<file path="config.mk">
export PLATFORM = sky130hd
export DESIGN_NAME = cscx_executor
export DESIGN_NICKNAME = d
export VERILOG_FILES = /design/src/design/cscx_serial_engine.v /design/src/design/cscx_executor.v
export VERILOG_INCLUDE_DIRS = /design/src /design/src/design
export SDC_FILE = /design/constraint.sdc
export NUM_CORES = 1
export LEC_CHECK = 0
export BUFFER_PORTS_ARGS = -buffer_cell sky130_fd_sc_hd__clkbuf_2
export CAP_MARGIN = 20
export CORE_ASPECT_RATIO = 0.8
export CORE_MARGIN = 2
export CORE_UTILIZATION = 45
export DETAILED_ROUTE_END_ITERATION = 8
export GPL_TIMING_DRIVEN = 1
export PLACE_DENSITY = 0.63
export SYNTH_ARGS = -nofsm -noshare
export SYNTH_HDL_FRONTEND = slang
export SYNTH_SLANG_ARGS = --single-unit
</file>
<file path="constraint.sdc">
create_clock -name core_clk -period 14.1 [get_ports core_clk]
set_input_delay 3.525 -clock core_clk [delete_from_list [all_inputs] [get_ports core_clk]]
set_output_delay 3.525 -clock core_clk [all_outputs]
set_load 0.005 [all_outputs]
</file>
<file path="src/design/cscx_defines.vh">
// Shared constants of the calibration serial command executor
`ifndef CSCX_DEFINES_VH
`define CSCX_DEFINES_VH

// Clock and timing figures
`define CSCX_CLK_HZ 10000000
`define CSCX_CLK_MHZ 10
`define CSCX_BAUD_DEFAULT 9600
`define CSCX_ERASE_TIME_US 6000
`define CSCX_ANALOG_UNIT_US 1000

// Character framing: start, eight data, stop
`define CSCX_FRAME_BITS 4'ha
`define CSCX_LAST_DATA_BIT 3'h7

// Widths
`define CSCX_DIV_W 16

// Lock byte value that opens the serial port
`define CSCX_LOCK_OPEN 8'h00

// Target nibble codes of a command byte
`define CSCX_TGT_DHR0 4'h0
`define CSCX_TGT_DHR1 4'h1
`define CSCX_TGT_DHR2 4'h2
`define CSCX_TGT_DHR3 4'h3
`define CSCX_TGT_CMD 4'h4
`define CSCX_TGT_CALSEL 4'h5
`define CSCX_TGT_EEA0 4'h6
`define CSCX_TGT_EEA1 4'h7
`define CSCX_TGT_EEA2 4'h8
`define CSCX_TGT_RBPTR 4'h9
`define CSCX_TGT_ASRC 4'ha
`define CSCX_TGT_ANALOG_HOLD_TIME 4'hb

// Command codes for the command nibble register
`define CSCX_CMD_LOAD_CAL 4'h0
`define CSCX_CMD_ERASE_ALL 4'h1
`define CSCX_CMD_PAGE_ERASE 4'h2
`define CSCX_CMD_EE_WRITE 4'h3
`define CSCX_CMD_READBACK 4'h4
`define CSCX_CMD_ANALOG 4'h5

// Register port map
`define CSCX_REG_DIV 2'h0
`define CSCX_REG_STATUS 2'h1
`define CSCX_REG_LAST 2'h2
`define CSCX_REG_DHR 2'h3

`endif

</file>
<file path="src/design/cscx_serial_engine.v">
// Serial character receiver and turnaround transmitter on the data pin
`timescale 1ns/10ps
`include "cscx_defines.vh"
module cscx_serial_engine #(
  parameter DIV_W = `CSCX_DIV_W
) (
  input wire core_clk,
  input wire rst,
  input wire [DIV_W-1:0] bit_div,
  input wire rx_enable,
  input wire rx_pin,
  output reg rx_valid,
  output reg [7:0] rx_byte,
  input wire tx_go,
  input wire [7:0] tx_byte,
  output reg tx_busy,
  output reg tx_out,
  output reg tx_oe
);
  localparam RX_IDLE = 2'h0;
  localparam RX_START = 2'h1;
  localparam RX_DATA = 2'h2;
  localparam RX_STOP = 2'h3;
  localparam TX_IDLE = 2'h0;
  localparam TX_GAP = 2'h1;
  localparam TX_SEND = 2'h2;

  reg [1:0] rx_state;
  reg [DIV_W-1:0] rx_cnt;
  reg [2:0] rx_bit;
  reg [7:0] rx_shift;
  reg [1:0] tx_state;
  reg [DIV_W-1:0] tx_cnt;
  reg [3:0] tx_bit;
  reg [9:0] tx_shift;
  wire [DIV_W-1:0] half_div;

  assign half_div = {1'b0, bit_div[DIV_W-1:1]};

  // Receiver: sample mid-bit, LSB first, no parity
  always @(posedge core_clk or posedge rst) begin
    if (rst) begin
      rx_state <= RX_IDLE;
      rx_cnt <= {DIV_W{1'b0}};
      rx_bit <= 3'h0;
      rx_shift <= 8'h00;
      rx_valid <= 1'b0;
      rx_byte <= 8'h00;
    end else begin
      rx_valid <= 1'b0;
      if (!rx_enable) begin
        rx_state <= RX_IDLE; // Line ignored while closed
      end else begin
        case (rx_state)
          RX_IDLE: begin
            if (!rx_pin) begin
              rx_state <= RX_START;
              rx_cnt <= half_div;
            end
          end
          RX_START: begin
            if (rx_cnt == {DIV_W{1'b0}}) begin
              // A glitch shorter than half a bit is dropped here
              rx_state <= rx_pin ? RX_IDLE : RX_DATA;
              rx_cnt <= bit_div;
              rx_bit <= 3'h0;
            end else begin
              rx_cnt <= rx_cnt - 1'b1;
            end
          end
          RX_DATA: begin
            if (rx_cnt == {DIV_W{1'b0}}) begin
              rx_shift <= {rx_pin, rx_shift[7:1]};
              rx_cnt <= bit_div;
              rx_bit <= rx_bit + 1'b1;
              if (rx_bit == `CSCX_LAST_DATA_BIT) begin
                rx_state <= RX_STOP;
              end
            end else begin
              rx_cnt <= rx_cnt - 1'b1;
            end
          end
          default: begin
            if (rx_cnt == {DIV_W{1'b0}}) begin
              rx_state <= RX_IDLE;
              // A low stop bit discards the character
              if (rx_pin) begin
                rx_valid <= 1'b1;
                rx_byte <= rx_shift;
              end
            end else begin
              rx_cnt <= rx_cnt - 1'b1;
            end
          end
        endcase
      end
    end
  end

  // Transmitter: one byte time released, then the frame
  always @(posedge core_clk or posedge rst) begin
    if (rst) begin
      tx_state <= TX_IDLE;
      tx_cnt <= {DIV_W{1'b0}};
      tx_bit <= 4'h0;
      tx_shift <= 10'h3ff;
      tx_busy <= 1'b0;
      tx_out <= 1'b1;
      tx_oe <= 1'b0;
    end else begin
      case (tx_state)
        TX_IDLE: begin
          tx_oe <= 1'b0;
          tx_out <= 1'b1;
          if (tx_go) begin
            tx_state <= TX_GAP;
            tx_busy <= 1'b1;
            tx_cnt <= bit_div;
            tx_bit <= 4'h0;
            tx_shift <= {1'b1, tx_byte, 1'b0};
          end
        end
        TX_GAP: begin
          if (tx_cnt == {DIV_W{1'b0}}) begin
            tx_cnt <= bit_div;
            tx_bit <= tx_bit + 1'b1;
            if (tx_bit == `CSCX_FRAME_BITS - 1'b1) begin
              tx_state <= TX_SEND;
              tx_bit <= 4'h0;
              tx_oe <= 1'b1;
              tx_out <= tx_shift[0];
              tx_shift <= {1'b1, tx_shift[9:1]};
            end
          end else begin
            tx_cnt <= tx_cnt - 1'b1;
          end
        end
        default: begin
          if (tx_cnt == {DIV_W{1'b0}}) begin
            tx_cnt <= bit_div;
            tx_bit <= tx_bit + 1'b1;
            if (tx_bit == `CSCX_FRAME_BITS - 1'b1) begin
              tx_state <= TX_IDLE;
              tx_busy <= 1'b0;
              tx_oe <= 1'b0;
              tx_out <= 1'b1;
            end else begin
              tx_out <= tx_shift[0];
              tx_shift <= {1'b1, tx_shift[9:1]};
            end
          end else begin
            tx_cnt <= tx_cnt - 1'b1;
          end
        end
      endcase
    end
  end
endmodule // cscx_serial_engine

</file>
<file path="src/design/cscx_executor.v">
// Command executor of the single-wire calibration interface
//
// Summary of operation
// - Load-cal command copies hold register to selected register
// - Full erase and page erase commands supported
// - Write command programs low hold byte at location
// - Readback drives pointed register as framed byte
// - One byte time released, then start, data, stop
// - Probe command routes selected analog source out
// - Probe held for coded time, then output released
// - Data pin released while probe is on output
// - Characters are start, eight bits LSB first, stop
// - Low nibble is target, high nibble payload
// - Targets zero to three fill hold register nibbles
// - Commands accepted only unlocked or override high
//
// Our own choices: strobed register access and the placing of the registers.
`timescale 1ns/10ps
`include "cscx_defines.vh"
module cscx_executor #(
  parameter DIV_W = `CSCX_DIV_W,
  parameter BAUD = `CSCX_BAUD_DEFAULT,
  parameter ERASE_CYCLES = `CSCX_ERASE_TIME_US * `CSCX_CLK_MHZ,
  parameter ANALOG_UNIT_CYCLES = `CSCX_ANALOG_UNIT_US * `CSCX_CLK_MHZ,
  parameter [3:0] CMD_LOAD_CAL = `CSCX_CMD_LOAD_CAL,
  parameter [3:0] CMD_ERASE_ALL = `CSCX_CMD_ERASE_ALL,
  parameter [3:0] CMD_PAGE_ERASE = `CSCX_CMD_PAGE_ERASE,
  parameter [3:0] CMD_EE_WRITE = `CSCX_CMD_EE_WRITE,
  parameter [3:0] CMD_READBACK = `CSCX_CMD_READBACK,
  parameter [3:0] CMD_ANALOG = `CSCX_CMD_ANALOG,
  parameter [4:0] CAL_SEL_COUNT = 5'h10,
  parameter [4:0] ANALOG_HOLD_TIME_OFFSET = 5'h01
) (
  input wire core_clk,
  input wire rst,
  input wire serial_data_in,
  output reg serial_data_out,
  output reg serial_data_oe,
  input wire [7:0] lock_byte,
  input wire lock_override,
  output reg cal_load,
  output reg [3:0] cal_load_select,
  output reg [15:0] cal_load_data,
  output reg ee_write,
  output reg ee_erase_all,
  output reg ee_erase_page,
  output reg [9:0] ee_addr,
  output reg [7:0] ee_wdata,
  output reg [3:0] readback_pointer,
  input wire [7:0] readback_data,
  output reg analog_route_en,
  output reg [3:0] analog_source_select,
  input wire [1:0] reg_addr,
  input wire [15:0] reg_wdata,
  input wire reg_wr,
  input wire reg_rd,
  output reg [15:0] reg_rdata
);
  localparam integer DIV_RESET = (`CSCX_CLK_HZ / BAUD) - 1;
  localparam [31:0] ERASE_LAST = ERASE_CYCLES - 1;
  localparam [31:0] UNIT_LAST = ANALOG_UNIT_CYCLES - 1;

  reg [DIV_W-1:0] bit_div;
  reg [15:0] data_hold_register;
  reg [3:0] command_nibble_reg;
  reg [3:0] cal_register_selector;
  reg [9:0] eeprom_location_reg;
  reg [3:0] analog_hold_time;
  reg [7:0] last_command_byte;
  reg port_open;
  reg erase_busy;
  reg [31:0] erase_cnt;
  reg [31:0] unit_cnt;
  reg [4:0] units_left;
  reg tx_go;
  reg [7:0] tx_byte;
  wire rx_enable;
  wire rx_valid;
  wire [7:0] rx_byte;
  wire tx_busy;
  wire tx_out;
  wire tx_oe;
  wire [3:0] command_target_nibble;
  wire [3:0] command_payload_nibble;

  assign command_target_nibble = rx_byte[3:0];
  assign command_payload_nibble = rx_byte[7:4];

  // Lock state registered for a clean serial gate
  always @(posedge core_clk or posedge rst) begin
    if (rst) begin
      port_open <= 1'b0;
    end else begin
      port_open <= (lock_byte == `CSCX_LOCK_OPEN) || lock_override;
    end
  end

  // Receive only when open and the wire is free
  assign rx_enable = port_open && !tx_busy && !tx_go && !analog_route_en;

  cscx_serial_engine #(
    .DIV_W(DIV_W)
  ) u_engine (
    .core_clk(core_clk),
    .rst(rst),
    .bit_div(bit_div),
    .rx_enable(rx_enable),
    .rx_pin(serial_data_in),
    .rx_valid(rx_valid),
    .rx_byte(rx_byte),
    .tx_go(tx_go),
    .tx_byte(tx_byte),
    .tx_busy(tx_busy),
    .tx_out(tx_out),
    .tx_oe(tx_oe)
  );

  // Interface register set: a command byte writes one nibble
  always @(posedge core_clk or posedge rst) begin
    if (rst) begin
      data_hold_register <= 16'h0000;
      command_nibble_reg <= 4'h0;
      cal_register_selector <= 4'h0;
      eeprom_location_reg <= 10'h000;
      readback_pointer <= 4'h0;
      analog_source_select <= 4'h0;
      analog_hold_time <= 4'h0;
      last_command_byte <= 8'h00;
    end else if (rx_valid) begin
      last_command_byte <= rx_byte;
      if (command_target_nibble == `CSCX_TGT_DHR0) begin
        data_hold_register[3:0] <= command_payload_nibble;
      end else if (command_target_nibble == `CSCX_TGT_DHR1) begin
        data_hold_register[7:4] <= command_payload_nibble;
      end else if (command_target_nibble == `CSCX_TGT_DHR2) begin
        data_hold_register[11:8] <= command_payload_nibble;
      end else if (command_target_nibble == `CSCX_TGT_DHR3) begin
        data_hold_register[15:12] <= command_payload_nibble;
      end else if (command_target_nibble == `CSCX_TGT_CMD) begin
        command_nibble_reg <= command_payload_nibble;
      end else if (command_target_nibble == `CSCX_TGT_CALSEL) begin
        cal_register_selector <= command_payload_nibble;
      end else if (command_target_nibble == `CSCX_TGT_EEA0) begin
        eeprom_location_reg[3:0] <= command_payload_nibble;
      end else if (command_target_nibble == `CSCX_TGT_EEA1) begin
        eeprom_location_reg[7:4] <= command_payload_nibble;
      end else if (command_target_nibble == `CSCX_TGT_EEA2) begin
        // Only two bits of the top nibble exist
        eeprom_location_reg[9:8] <= command_payload_nibble[1:0];
      end else if (command_target_nibble == `CSCX_TGT_RBPTR) begin
        readback_pointer <= command_payload_nibble;
      end else if (command_target_nibble == `CSCX_TGT_ASRC) begin
        analog_source_select <= command_payload_nibble;
      end else if (command_target_nibble == `CSCX_TGT_ANALOG_HOLD_TIME) begin
        analog_hold_time <= command_payload_nibble;
      end
    end
  end

  // Command strobe; codes are parameters
  wire cmd_strobe;
  assign cmd_strobe = rx_valid && (command_target_nibble == `CSCX_TGT_CMD);

  // Calibration load and EEPROM strobes, one cycle each
  always @(posedge core_clk or posedge rst) begin
    if (rst) begin
      cal_load <= 1'b0;
      cal_load_select <= 4'h0;
      cal_load_data <= 16'h0000;
      ee_write <= 1'b0;
      ee_erase_all <= 1'b0;
      ee_erase_page <= 1'b0;
      ee_addr <= 10'h000;
      ee_wdata <= 8'h00;
    end else begin
      cal_load <= 1'b0;
      ee_write <= 1'b0;
      ee_erase_all <= 1'b0;
      ee_erase_page <= 1'b0;
      if (cmd_strobe) begin
        if (command_payload_nibble == CMD_LOAD_CAL &&
            {1'b0, cal_register_selector} < CAL_SEL_COUNT) begin
          cal_load <= 1'b1;
          cal_load_select <= cal_register_selector;
          cal_load_data <= data_hold_register;
        end else if (command_payload_nibble == CMD_ERASE_ALL) begin
          ee_erase_all <= 1'b1;
        end else if (command_payload_nibble == CMD_PAGE_ERASE) begin
          ee_erase_page <= 1'b1;
          ee_addr <= eeprom_location_reg;
        end else if (command_payload_nibble == CMD_EE_WRITE) begin
          // No erase check: erasing is the host's job
          ee_write <= 1'b1;
          ee_addr <= eeprom_location_reg;
          ee_wdata <= data_hold_register[7:0];
        end
      end
    end
  end

  // Erase timer, shown in status as the settle window
  always @(posedge core_clk or posedge rst) begin
    if (rst) begin
      erase_busy <= 1'b0;
      erase_cnt <= 32'h00000000;
    end else if (cmd_strobe && (command_payload_nibble == CMD_ERASE_ALL ||
                                command_payload_nibble == CMD_PAGE_ERASE)) begin
      erase_busy <= 1'b1;
      erase_cnt <= 32'h00000000;
    end else if (erase_busy) begin
      if (erase_cnt == ERASE_LAST) begin
        erase_busy <= 1'b0;
      end else begin
        erase_cnt <= erase_cnt + 32'h00000001;
      end
    end
  end

  // Readback: capture pointed data, start the reply
  always @(posedge core_clk or posedge rst) begin
    if (rst) begin
      tx_go <= 1'b0;
      tx_byte <= 8'h00;
    end else begin
      tx_go <= 1'b0;
      if (cmd_strobe && command_payload_nibble == CMD_READBACK && !tx_busy) begin
        tx_go <= 1'b1;
        tx_byte <= readback_data;
      end
    end
  end

  // Analog probe: hold (code + offset) units, then release
  always @(posedge core_clk or posedge rst) begin
    if (rst) begin
      analog_route_en <= 1'b0;
      unit_cnt <= 32'h00000000;
      units_left <= 5'h00;
    end else if (cmd_strobe && command_payload_nibble == CMD_ANALOG) begin
      analog_route_en <= 1'b1;
      unit_cnt <= 32'h00000000;
      units_left <= {1'b0, analog_hold_time} + ANALOG_HOLD_TIME_OFFSET - 5'h01;
    end else if (analog_route_en) begin
      if (unit_cnt == UNIT_LAST) begin
        unit_cnt <= 32'h00000000;
        if (units_left == 5'h00) begin
          analog_route_en <= 1'b0;
        end else begin
          units_left <= units_left - 5'h01;
        end
      end else begin
        unit_cnt <= unit_cnt + 32'h00000001;
      end
    end
  end

  // Pin drivers: data pin quiet while a probe owns the wire
  always @(posedge core_clk or posedge rst) begin
    if (rst) begin
      serial_data_out <= 1'b1;
      serial_data_oe <= 1'b0;
    end else begin
      serial_data_out <= tx_out;
      serial_data_oe <= tx_oe && !analog_route_en;
    end
  end

  // Register port: writes take effect at once
  always @(posedge core_clk or posedge rst) begin
    if (rst) begin
      bit_div <= DIV_RESET[DIV_W-1:0];
    end else if (reg_wr && reg_addr == `CSCX_REG_DIV) begin
      // Zero would run the bit timer at full speed, one cycle per bit; minimum is one
      bit_div <= (reg_wdata[DIV_W-1:0] == {DIV_W{1'b0}}) ? {{(DIV_W-1){1'b0}}, 1'b1} : reg_wdata[DIV_W-1:0];
    end
  end

  // Read data stand one cycle after the strobe
  always @(posedge core_clk or posedge rst) begin
    if (rst) begin
      reg_rdata <= 16'h0000;
    end else if (reg_rd) begin
      if (reg_addr == `CSCX_REG_DIV) begin
        reg_rdata <= bit_div;
      end else if (reg_addr == `CSCX_REG_STATUS) begin
        reg_rdata <= {12'h000, analog_route_en, tx_busy, erase_busy, port_open};
      end else if (reg_addr == `CSCX_REG_LAST) begin
        reg_rdata <= {8'h00, last_command_byte};
      end else begin
        reg_rdata <= data_hold_register;
      end
    end else begin
      reg_rdata <= 16'h0000;
    end
  end
endmodule // cscx_executor

</file>
# Word-level counts from Yosys, hierarchy flattened
# Index checks and enable logic that the tools add are counted.
[classes]
eq_ne = 40
bitwise = 16
mux = 90
n_reduce_logical = 61
addsub = 9
[op_table]
columns = ["operator", "n"]
rows = [
  ["two-way mux 32 bit", 6],
  ["two-way mux 16 bit", 11],
  ["two-way mux 10 bit", 7],
  ["adder 32 x 1 -> 32 bit (second input constant)", 2],
  ["logical NOT 16 bit", 3],
  ["two-way mux 1 bit", 35],
  ["equality test 32 x 14 -> 1 bit (second input constant)", 1],
  ["equality test 32 x 16 -> 1 bit (second input constant)", 1],
  ["case mux 16 bit (2 select lines)", 1],
  ["subtractor 16 x 1 -> 16 bit (second input constant)", 2],
  ["AND reduction 5 bit", 5],
  ["equality test 4 x 3 -> 1 bit (second input constant)", 6],
  ["two-way mux 2 bit", 12],
  ["AND reduction 4 bit", 6],
  ["!= test 3 bit (second input constant)", 7],
  ["equality test 4 bit (second input constant)", 5],
  ["two-way mux 5 bit", 4],
  ["case mux 10 bit (2 select lines)", 1],
  ["AND reduction 3 bit", 6],
  ["equality test 4 x 2 -> 1 bit (second input constant)", 4],
  ["two-way mux 4 bit", 4],
  ["inverter 1 bit", 16],
  ["nonzero test 2 bit", 7],
  ["AND reduction 13 bit", 1],
  ["32 further kinds", 63],
]
[word_totals]
output_inout_bits = 69
wordCells = 261
in_bits = 40
reg_bits = 280

# Logic depth before layout (Yosys ltp)
# Gate-level depths: netlist (run 1).
[depth]
word_depth = 6
mapped_depth = 9
ltp_nobuf = 7

# Hierarchy
# From an unflattened synthesis (run 1), not the netlist that was laid out.
[unflattened]
hier_cells = 1272
area_unflattened_um2 = 13440.4
[modules_own_cells]
columns = ["module", "cells_each", "area_per_inst_um2", "seq_area_each_um2", "instances"]
rows = [
  ["cscx_executor", 794, 9217.6, 5183.7, 1],
  ["cscx_serial_engine", 478, 4222.8, 1814.2, 1],
]

# Least setup slack after synthesis (run 1)
# Ideal clock, no wire load.
[synth_path]
path_kind = "input-to-reg"
start = "input port reg_addr[0]"
end = "register bit_div[15]"
t_arrival_ps = 5067
required_time_ps = 13975
setup_slack_ps = 8909
setup_time_ps = 125
stages = 6
path_buffers = 3
cell_sequence = "clkbuf_1 nor2_1 and2_1 clkbuf_1 clkbuf_1 mux2_2"
[synth_between]
elab_chain_len = 2
[synth_rtl]
columns = ["item", "line", "rtl"]
rows = [
  ["from (decl)", "cscx_executor.v:53", "input wire [1:0] reg_addr,"],
  ["logical NOT 2 bit (no line)", "--", ""],
  ["logical AND 1 bit (no line)", "--", ""],
  ["to (signal assigned)", "cscx_executor.v:271", "bit_div <= DIV_RESET[DIV_W-1:0];"],
  ["to (signal assigned)", "cscx_executor.v:274", "bit_div <= (reg_wdata[DIV_W-1:0] == {DIV_W{1'b0}}) ? {{(DIV_W-1){1'b0}}, 1'b1} : reg_wdata[DIV_W-1:0];"],
  ["to (decl)", "cscx_executor.v:63", "reg [DIV_W-1:0] bit_div;"],
]
# No other way between the ends.
# A chain may end at the register's enable or synchronous reset.

# Worst setup path in the final report (run 1)
[layout_path]
start = "input port reg_addr[1]"
end = "register bit_div[7]"
# Same word-level chain as after synthesis.

==> results of run 1 <==
## Yosys cell counts, types with 28 or more instances
cell	number	area (sq um)
mux2_2	133	1500
nor4_1	50	313
clkbuf_1	49	184
inv_1	34	128
dfrtp_1	266	6660
o21ai_0	55	275
nand2_1	89	334
nand4_1	28	175
a21oi_1	43	215
nand3_1	56	280
nor2_1	115	432
nor3_1	42	210
## worst max path at each step
stage                                      to  slack [ns]  cells after the start
after floorplan           analog_hold_time[0]        2.90                      1
final                              bit_div[7]        9.01                      4
after detailed placement           bit_div[7]        8.47                      4
after CTS                          bit_div[7]        9.06                      4
after global placement             bit_div[6]        8.50                      4
after global routing               bit_div[3]        8.85                      4
## cell type report
cell class	instances	area [sq um]
well taps	413	517
inverters	34	135
clock buffers	40	807
flip-flops and latches	279	7000
diodes	1	2.50
fillers	2714	14600
multi-input cells	920	6320
repair buffers	120	636
clock inverters	12	189
## worst reg2reg max path, stage by stage (launching register included)
cell and delay (ns):
dfrtp_1 0.63, nor2_1 0.73, a21oi_1 0.29, nor2_1 0.80, mux2_2 0.42
## power breakdown
group          total, mW  leakage [nW]  internal (mW)  switching (mW)
Combinational      0.228          2.86         0.0895           0.138
Clock              0.806         0.493          0.489           0.317
Sequential         0.894          3.77          0.836          0.0582
## layer usage
metal | GRT usage (%) | up-vias | wire, um | share of wire [%]
met2 | 30.8 | 279 | 14200 | 42
met5 | 0 | - | 0 | 0
met4 | 4.78 | 0 | 718 | 2.1
met3 | 4.33 | 44 | 2130 | 6.3
met1 | 34.0 | 5185 | 16700 | 49
li1 | - | 4929 | - | -
## through the flow
step	cell area (sq um)	utilization (%)
detailed placement	14600	48.4
finish	15600	51.7
floorplan	13700	-
CTS	15600	51.7
global route	15600	51.7
global placement	14600	48.4
## placed cells by master (no fill, tap or decap), types with 16 or more instances in the layout
cell type	Yosys	final
clkbuf_16	0	29
xor2_1	20	20
xnor2_1	20	20
nand3_1	56	56
o21ai_0	55	55
clkbuf_2	0	108
nand4_1	28	28
nor2_1	115	115
or3_1	19	19
mux2_2	133	133
nor2b_1	18	18
nor4_1	50	50
nand2b_1	16	16
inv_1	34	33
ha_1	17	17
a21oi_1	43	43
nor3_1	42	42
nand2_1	89	89
dfrtp_1	266	266
## logic make-up after synthesis
family / after synthesis
fa+ha+maj: 17
flops: 279
simple gates: 513
xor+xnor: 40
mux: 146
compound gates: 204
buf+inv: 101
==> metrics.txt, run 1 <==
status finished, final reports clean; CTS Hold Bufs 0; Placer Congestion 0.837; Final Hold Viols 0; Slew headroom 34.5%; Worst IR Drop VDD 0.0000831 V; Synth Cell Area 13,700 sq um; Worst Path Required 14.54 ns; Achievable Freq 0.197 GHz; Remaining DRCs 0; worst min-delay path startpoint u_engine.tx_out; Die H 160 um; # rows 57; Post-Synth Simple-Gate Area 19.9%; PnR worst setup slack 9.01 ns; Worst R2R Setup Slack 11.13 ns; Critical-path top delay cell and2_1; Crit path buffers/inverters 1; largest net degree at the start of global routing 135; Final Critical Period 5.09 ns; Port Buffers 108; Initial Utilization 45.5%; kind of critical path in2reg; Synth Flop Type dfrtp_1; initial antenna violation count 1; Place WS 8.47 ns; Synth Instances 1,300; Setup Viol. Count Final 0; CP max FO 17; Slew @ Worst Pin 0.982 ns; power per cell area 124 nW/um^2; Nets 1,440; mux cell area share after synthesis 12.2%; CTS tree done; R2R depth 4; period utilization 36.1%; Slowest Stage Delay on Critical Path 0.77 ns; post-cts sizing count 0; clock slew at reported path FFs 0.06 ns; clock root buffer clkbuf_16; TritonRoute pass-1 iters 5; largest family of logic cells by synthesized area simple AND/OR/NAND/NOR gates; Worst R2R Start u_engine.tx_state[1]; Die ar. 31,900 sq um; nature of the critical path endpoint flop; P_leak 7.13 nW; GR Overflow Total 0; Final Non-Filler Cells 1,819; Arr. time, crit path 5.53 ns; Seq/Total Area, Yosys 51.0%; Syn-to-layout area delta 13.7%; PnR Total Power 1.93 mW; hold path cells 0; max cap viols 0; post-CTS setup repair buffer count 0; H-tree depth 1; ys async rst share 100%; Setup TNS 0 ns; Adder-Cell Fraction of Synth Area 1.55%; Critical path origin reg_addr[1]; Seq cells post-synth 279; drt initial violations 892; Post-Synth XOR/XNOR Area 2.55%; clock sinks 279; RSZ-0062 raised after global routing no; vias per cell 5.74; Synth Area in Compound Gates 9.74%; num ports 109; Placed Cells 1,764; kind of cell adding the most delay to the critical path simple AND/OR/NAND/NOR gates; Largest regs erase_cnt (32), unit_cnt (32); Final ANT Viol Nets 0; Clk Latency, worst-skew pair 0.55 ns; worst-case clock buffer depth 3; sum of net half-perimeters after detailed placement 22,700 um; vias in the first global route 9,895; worst path cell trace clkbuf_2 > nor2_1 > and2_1 > mux2_2; number of synthesized flops with an enable pin 0; Inserted Clock Buffers 28; GRT Resource Usage Total 21.7%; Vias 10,400; Post-Syn Nets 1,357; CP Launch Type input port; r2r endpoint u_engine.tx_bit[0]; wire length per cell 18.5 um; syn avg cell area 10.6 sq um; DRT Wirelength 33,700 um; Distinct cells, synth 72; Core Region 30,200 sq um; share of cells above drive strength 1 24.1%; Die X-Extent 199 um; first-pass GRT wire length 55,400 um; Hold Worst Slack 0.383 ns; Final Skew 0.0140 ns; Hold Crit Endpoint serial_data_out; Hold Crit Class reg2reg; Slew Viols, Final 0; yosys warns 0
Note: power is estimated with default switching activity, not from simulation.
==> run 2, diff against run 1 <==
Clock period 14.1 ns to 5.1 ns, I/O delays scaled along.
==> run 2 against run 1 <==
Final area fell by 0.15%. Non-clock buffer count did not move. Sequential power rose to 2.8 times the previous value. Utilization fell by 0.079 points. Cell count rose by 0.11%. Via count rose by 0.55%. Clock skew fell by 0.0019 ns. Sequential share of layout area rose by 0.068 points. Die area did not move. Global-route usage barely moved. Register-to-register slack got worse by 9.0 ns. Largest cell class unchanged. Largest power group unchanged.
==> metrics.txt, run 2 (same netlist as run 1, synthesis figures left out) <==
Die H 160 um; worst-case clock buffer depth 3; kind of cell adding the most delay to the critical path compound AO/OA/AOI/OAI gates; Final Skew 0.0121 ns; Placed Cells 1,765; Largest regs erase_cnt (32), unit_cnt (32); Hold Worst Slack 0.389 ns; most frequent cells in the layout dfrtp_1 (266), mux2_2 (133), nor2_1 (114), clkbuf_2 (108), nand2_1 (89); worst path cell trace nor3_1 > nand4_1 > a21oi_1 > o21ai_0 > a22o_1; Worst IR Drop VDD 0.000248 V; Slowest Stage Delay on Critical Path 0.84 ns; sw frac 27.4%; Crit path buffers/inverters 0; num ports 109; Slew headroom 38.0%; Clk Latency, worst-skew pair 0.56 ns; Setup TNS 0 ns; Worst Path Required 5.55 ns; GR Overflow Total 0; post-CTS setup repair buffer count 0; R2R depth 5; Crit path depth 5; max cap viols 0; GRT Resource Usage Total 21.7%; Fillers 2,710; Critical-path top delay cell a21oi_1; Psw 1.43 mW; Die X-Extent 199 um; Slew @ Worst Pin 0.930 ns; Inserted Clock Buffers 29; Final ANT Viol Nets 0; status finished, final reports clean; Port Buffers 108; Clk network pwr share 40.4%; Initial Utilization 45.5%; P_leak 7.11 nW; Reg area 7000 sq um; Slew Viols, Final 0; DRT Wirelength 34,000 um; power per cell area 335 nW/um^2; Nets 1,441; H-tree depth 1; Hold Crit Class reg2reg; CP max FO 9; CTS tree done; Arr. time, crit path 3.44 ns; vias in the first global route 10,100; Int Pwr 3.80 mW; clock sinks 279; Achievable Freq 0.334 GHz; Core Region 30,200 sq um; clock root buffer clkbuf_16; Syn-to-layout area delta 13.5%; kind of critical path reg2reg; Placer Congestion 0.854; r2r endpoint u_engine.rx_cnt[3]; sum of net half-perimeters after detailed placement 23,100 um; TritonRoute pass-1 iters 5; most common cell after layout, fill and taps aside dfrtp_1; Final Hold Viols 0; Post-Route Utilization 51.7%; largest net degree at the start of global routing 119; Setup Viol. Count Final 0; wire length per cell 18.7 um; Worst R2R Setup Slack 2.11 ns; Worst Setup EP u_engine.rx_cnt[3]; Logic pwr share 12.4%; CTS Hold Bufs 0; Remaining DRCs 0; Final Critical Period 2.99 ns; Vias 10,500; vias per cell 5.76; RSZ-0062 raised after global routing no; initial antenna violation count 2; CP Launch Type flop; share of cells above drive strength 1 24.1%; post-cts sizing count 0; nature of the critical path endpoint flop; Final Non-Filler Cells 1,821; first-pass GRT wire length 55,700 um; Die ar. 31,900 sq um; clock slew at reported path FFs 0.06 ns; PnR Total Power 5.23 mW; Worst R2R Start u_engine.rx_cnt[11]; period utilization 58.7%; Critical path origin u_engine.rx_cnt[11]; drt initial violations 898; Multi-input gate area 6330 sq um; Seq pwr share 47.2%; # rows 57
-- run 2: cell types whose count changed in the layout (fill, tap and decap cells not counted), sizes merged --
cell / change
bufinv: -3
clkbuf: +3
clkinvlp: +1
diode: +1
-- run 2: worst min-delay path by stage --
stage	depth (start not counted)	slack (ns)	startpoint	end
2_1_floorplan	0	0.36	u_engine.tx_out	serial_data_out
5_1_grt	0	0.40	u_engine.tx_out	serial_data_out
4_1_cts	0	0.39	u_engine.tx_out	serial_data_out
3_3_place_gp	0	0.37	u_engine.tx_out	serial_data_out
3_5_place_dp	0	0.38	u_engine.tx_out	serial_data_out
6_report	0	0.39	u_engine.tx_out	serial_data_out
-- run 2: stage by stage --
step	cell area [sq um]	setup slack, ns
2_1_floorplan	13700	0.142
3_3_place_gp	14600	1.84
3_5_place_dp	14600	1.80
4_1_cts	15600	1.98
5_1_grt	15600	1.96
6_report	15600	2.11
-- run 2: cell type report --
type,count,area share [%]
Antenna cell,2,0.0321
Clock buffer,43,5.38
Clock inverter,10,0.666
Inverter,34,0.843
Multi-Input combinational cell,920,40.6
Sequential cell,279,44.9
Tap cell,413,3.32
Timing Repair Buffer,120,4.26
-- run 2: metal layers --
metal / part of all wire [%] / vias to the layer above / global-route usage (%)
met1: 48 / 5182 / 33.5
met2: 42 / 314 / 30.2
met4: 2.2 / 0 / 5.63
met3: 7.8 / 59 / 5.43
li1: - / 4939 / -
met5: 0 / - / 0
-- run 2: power groups by stage --
stage / sequential (mW) / combinational (mW) / clock, mW
floorplan: 2.44 / 0.486 / 0
global placement: 2.49 / 0.625 / 0
detailed placement: 2.50 / 0.641 / 0
CTS: 2.46 / 0.642 / 2.16
global route: 2.48 / 0.724 / 2.26
finish: 2.46 / 0.649 / 2.11
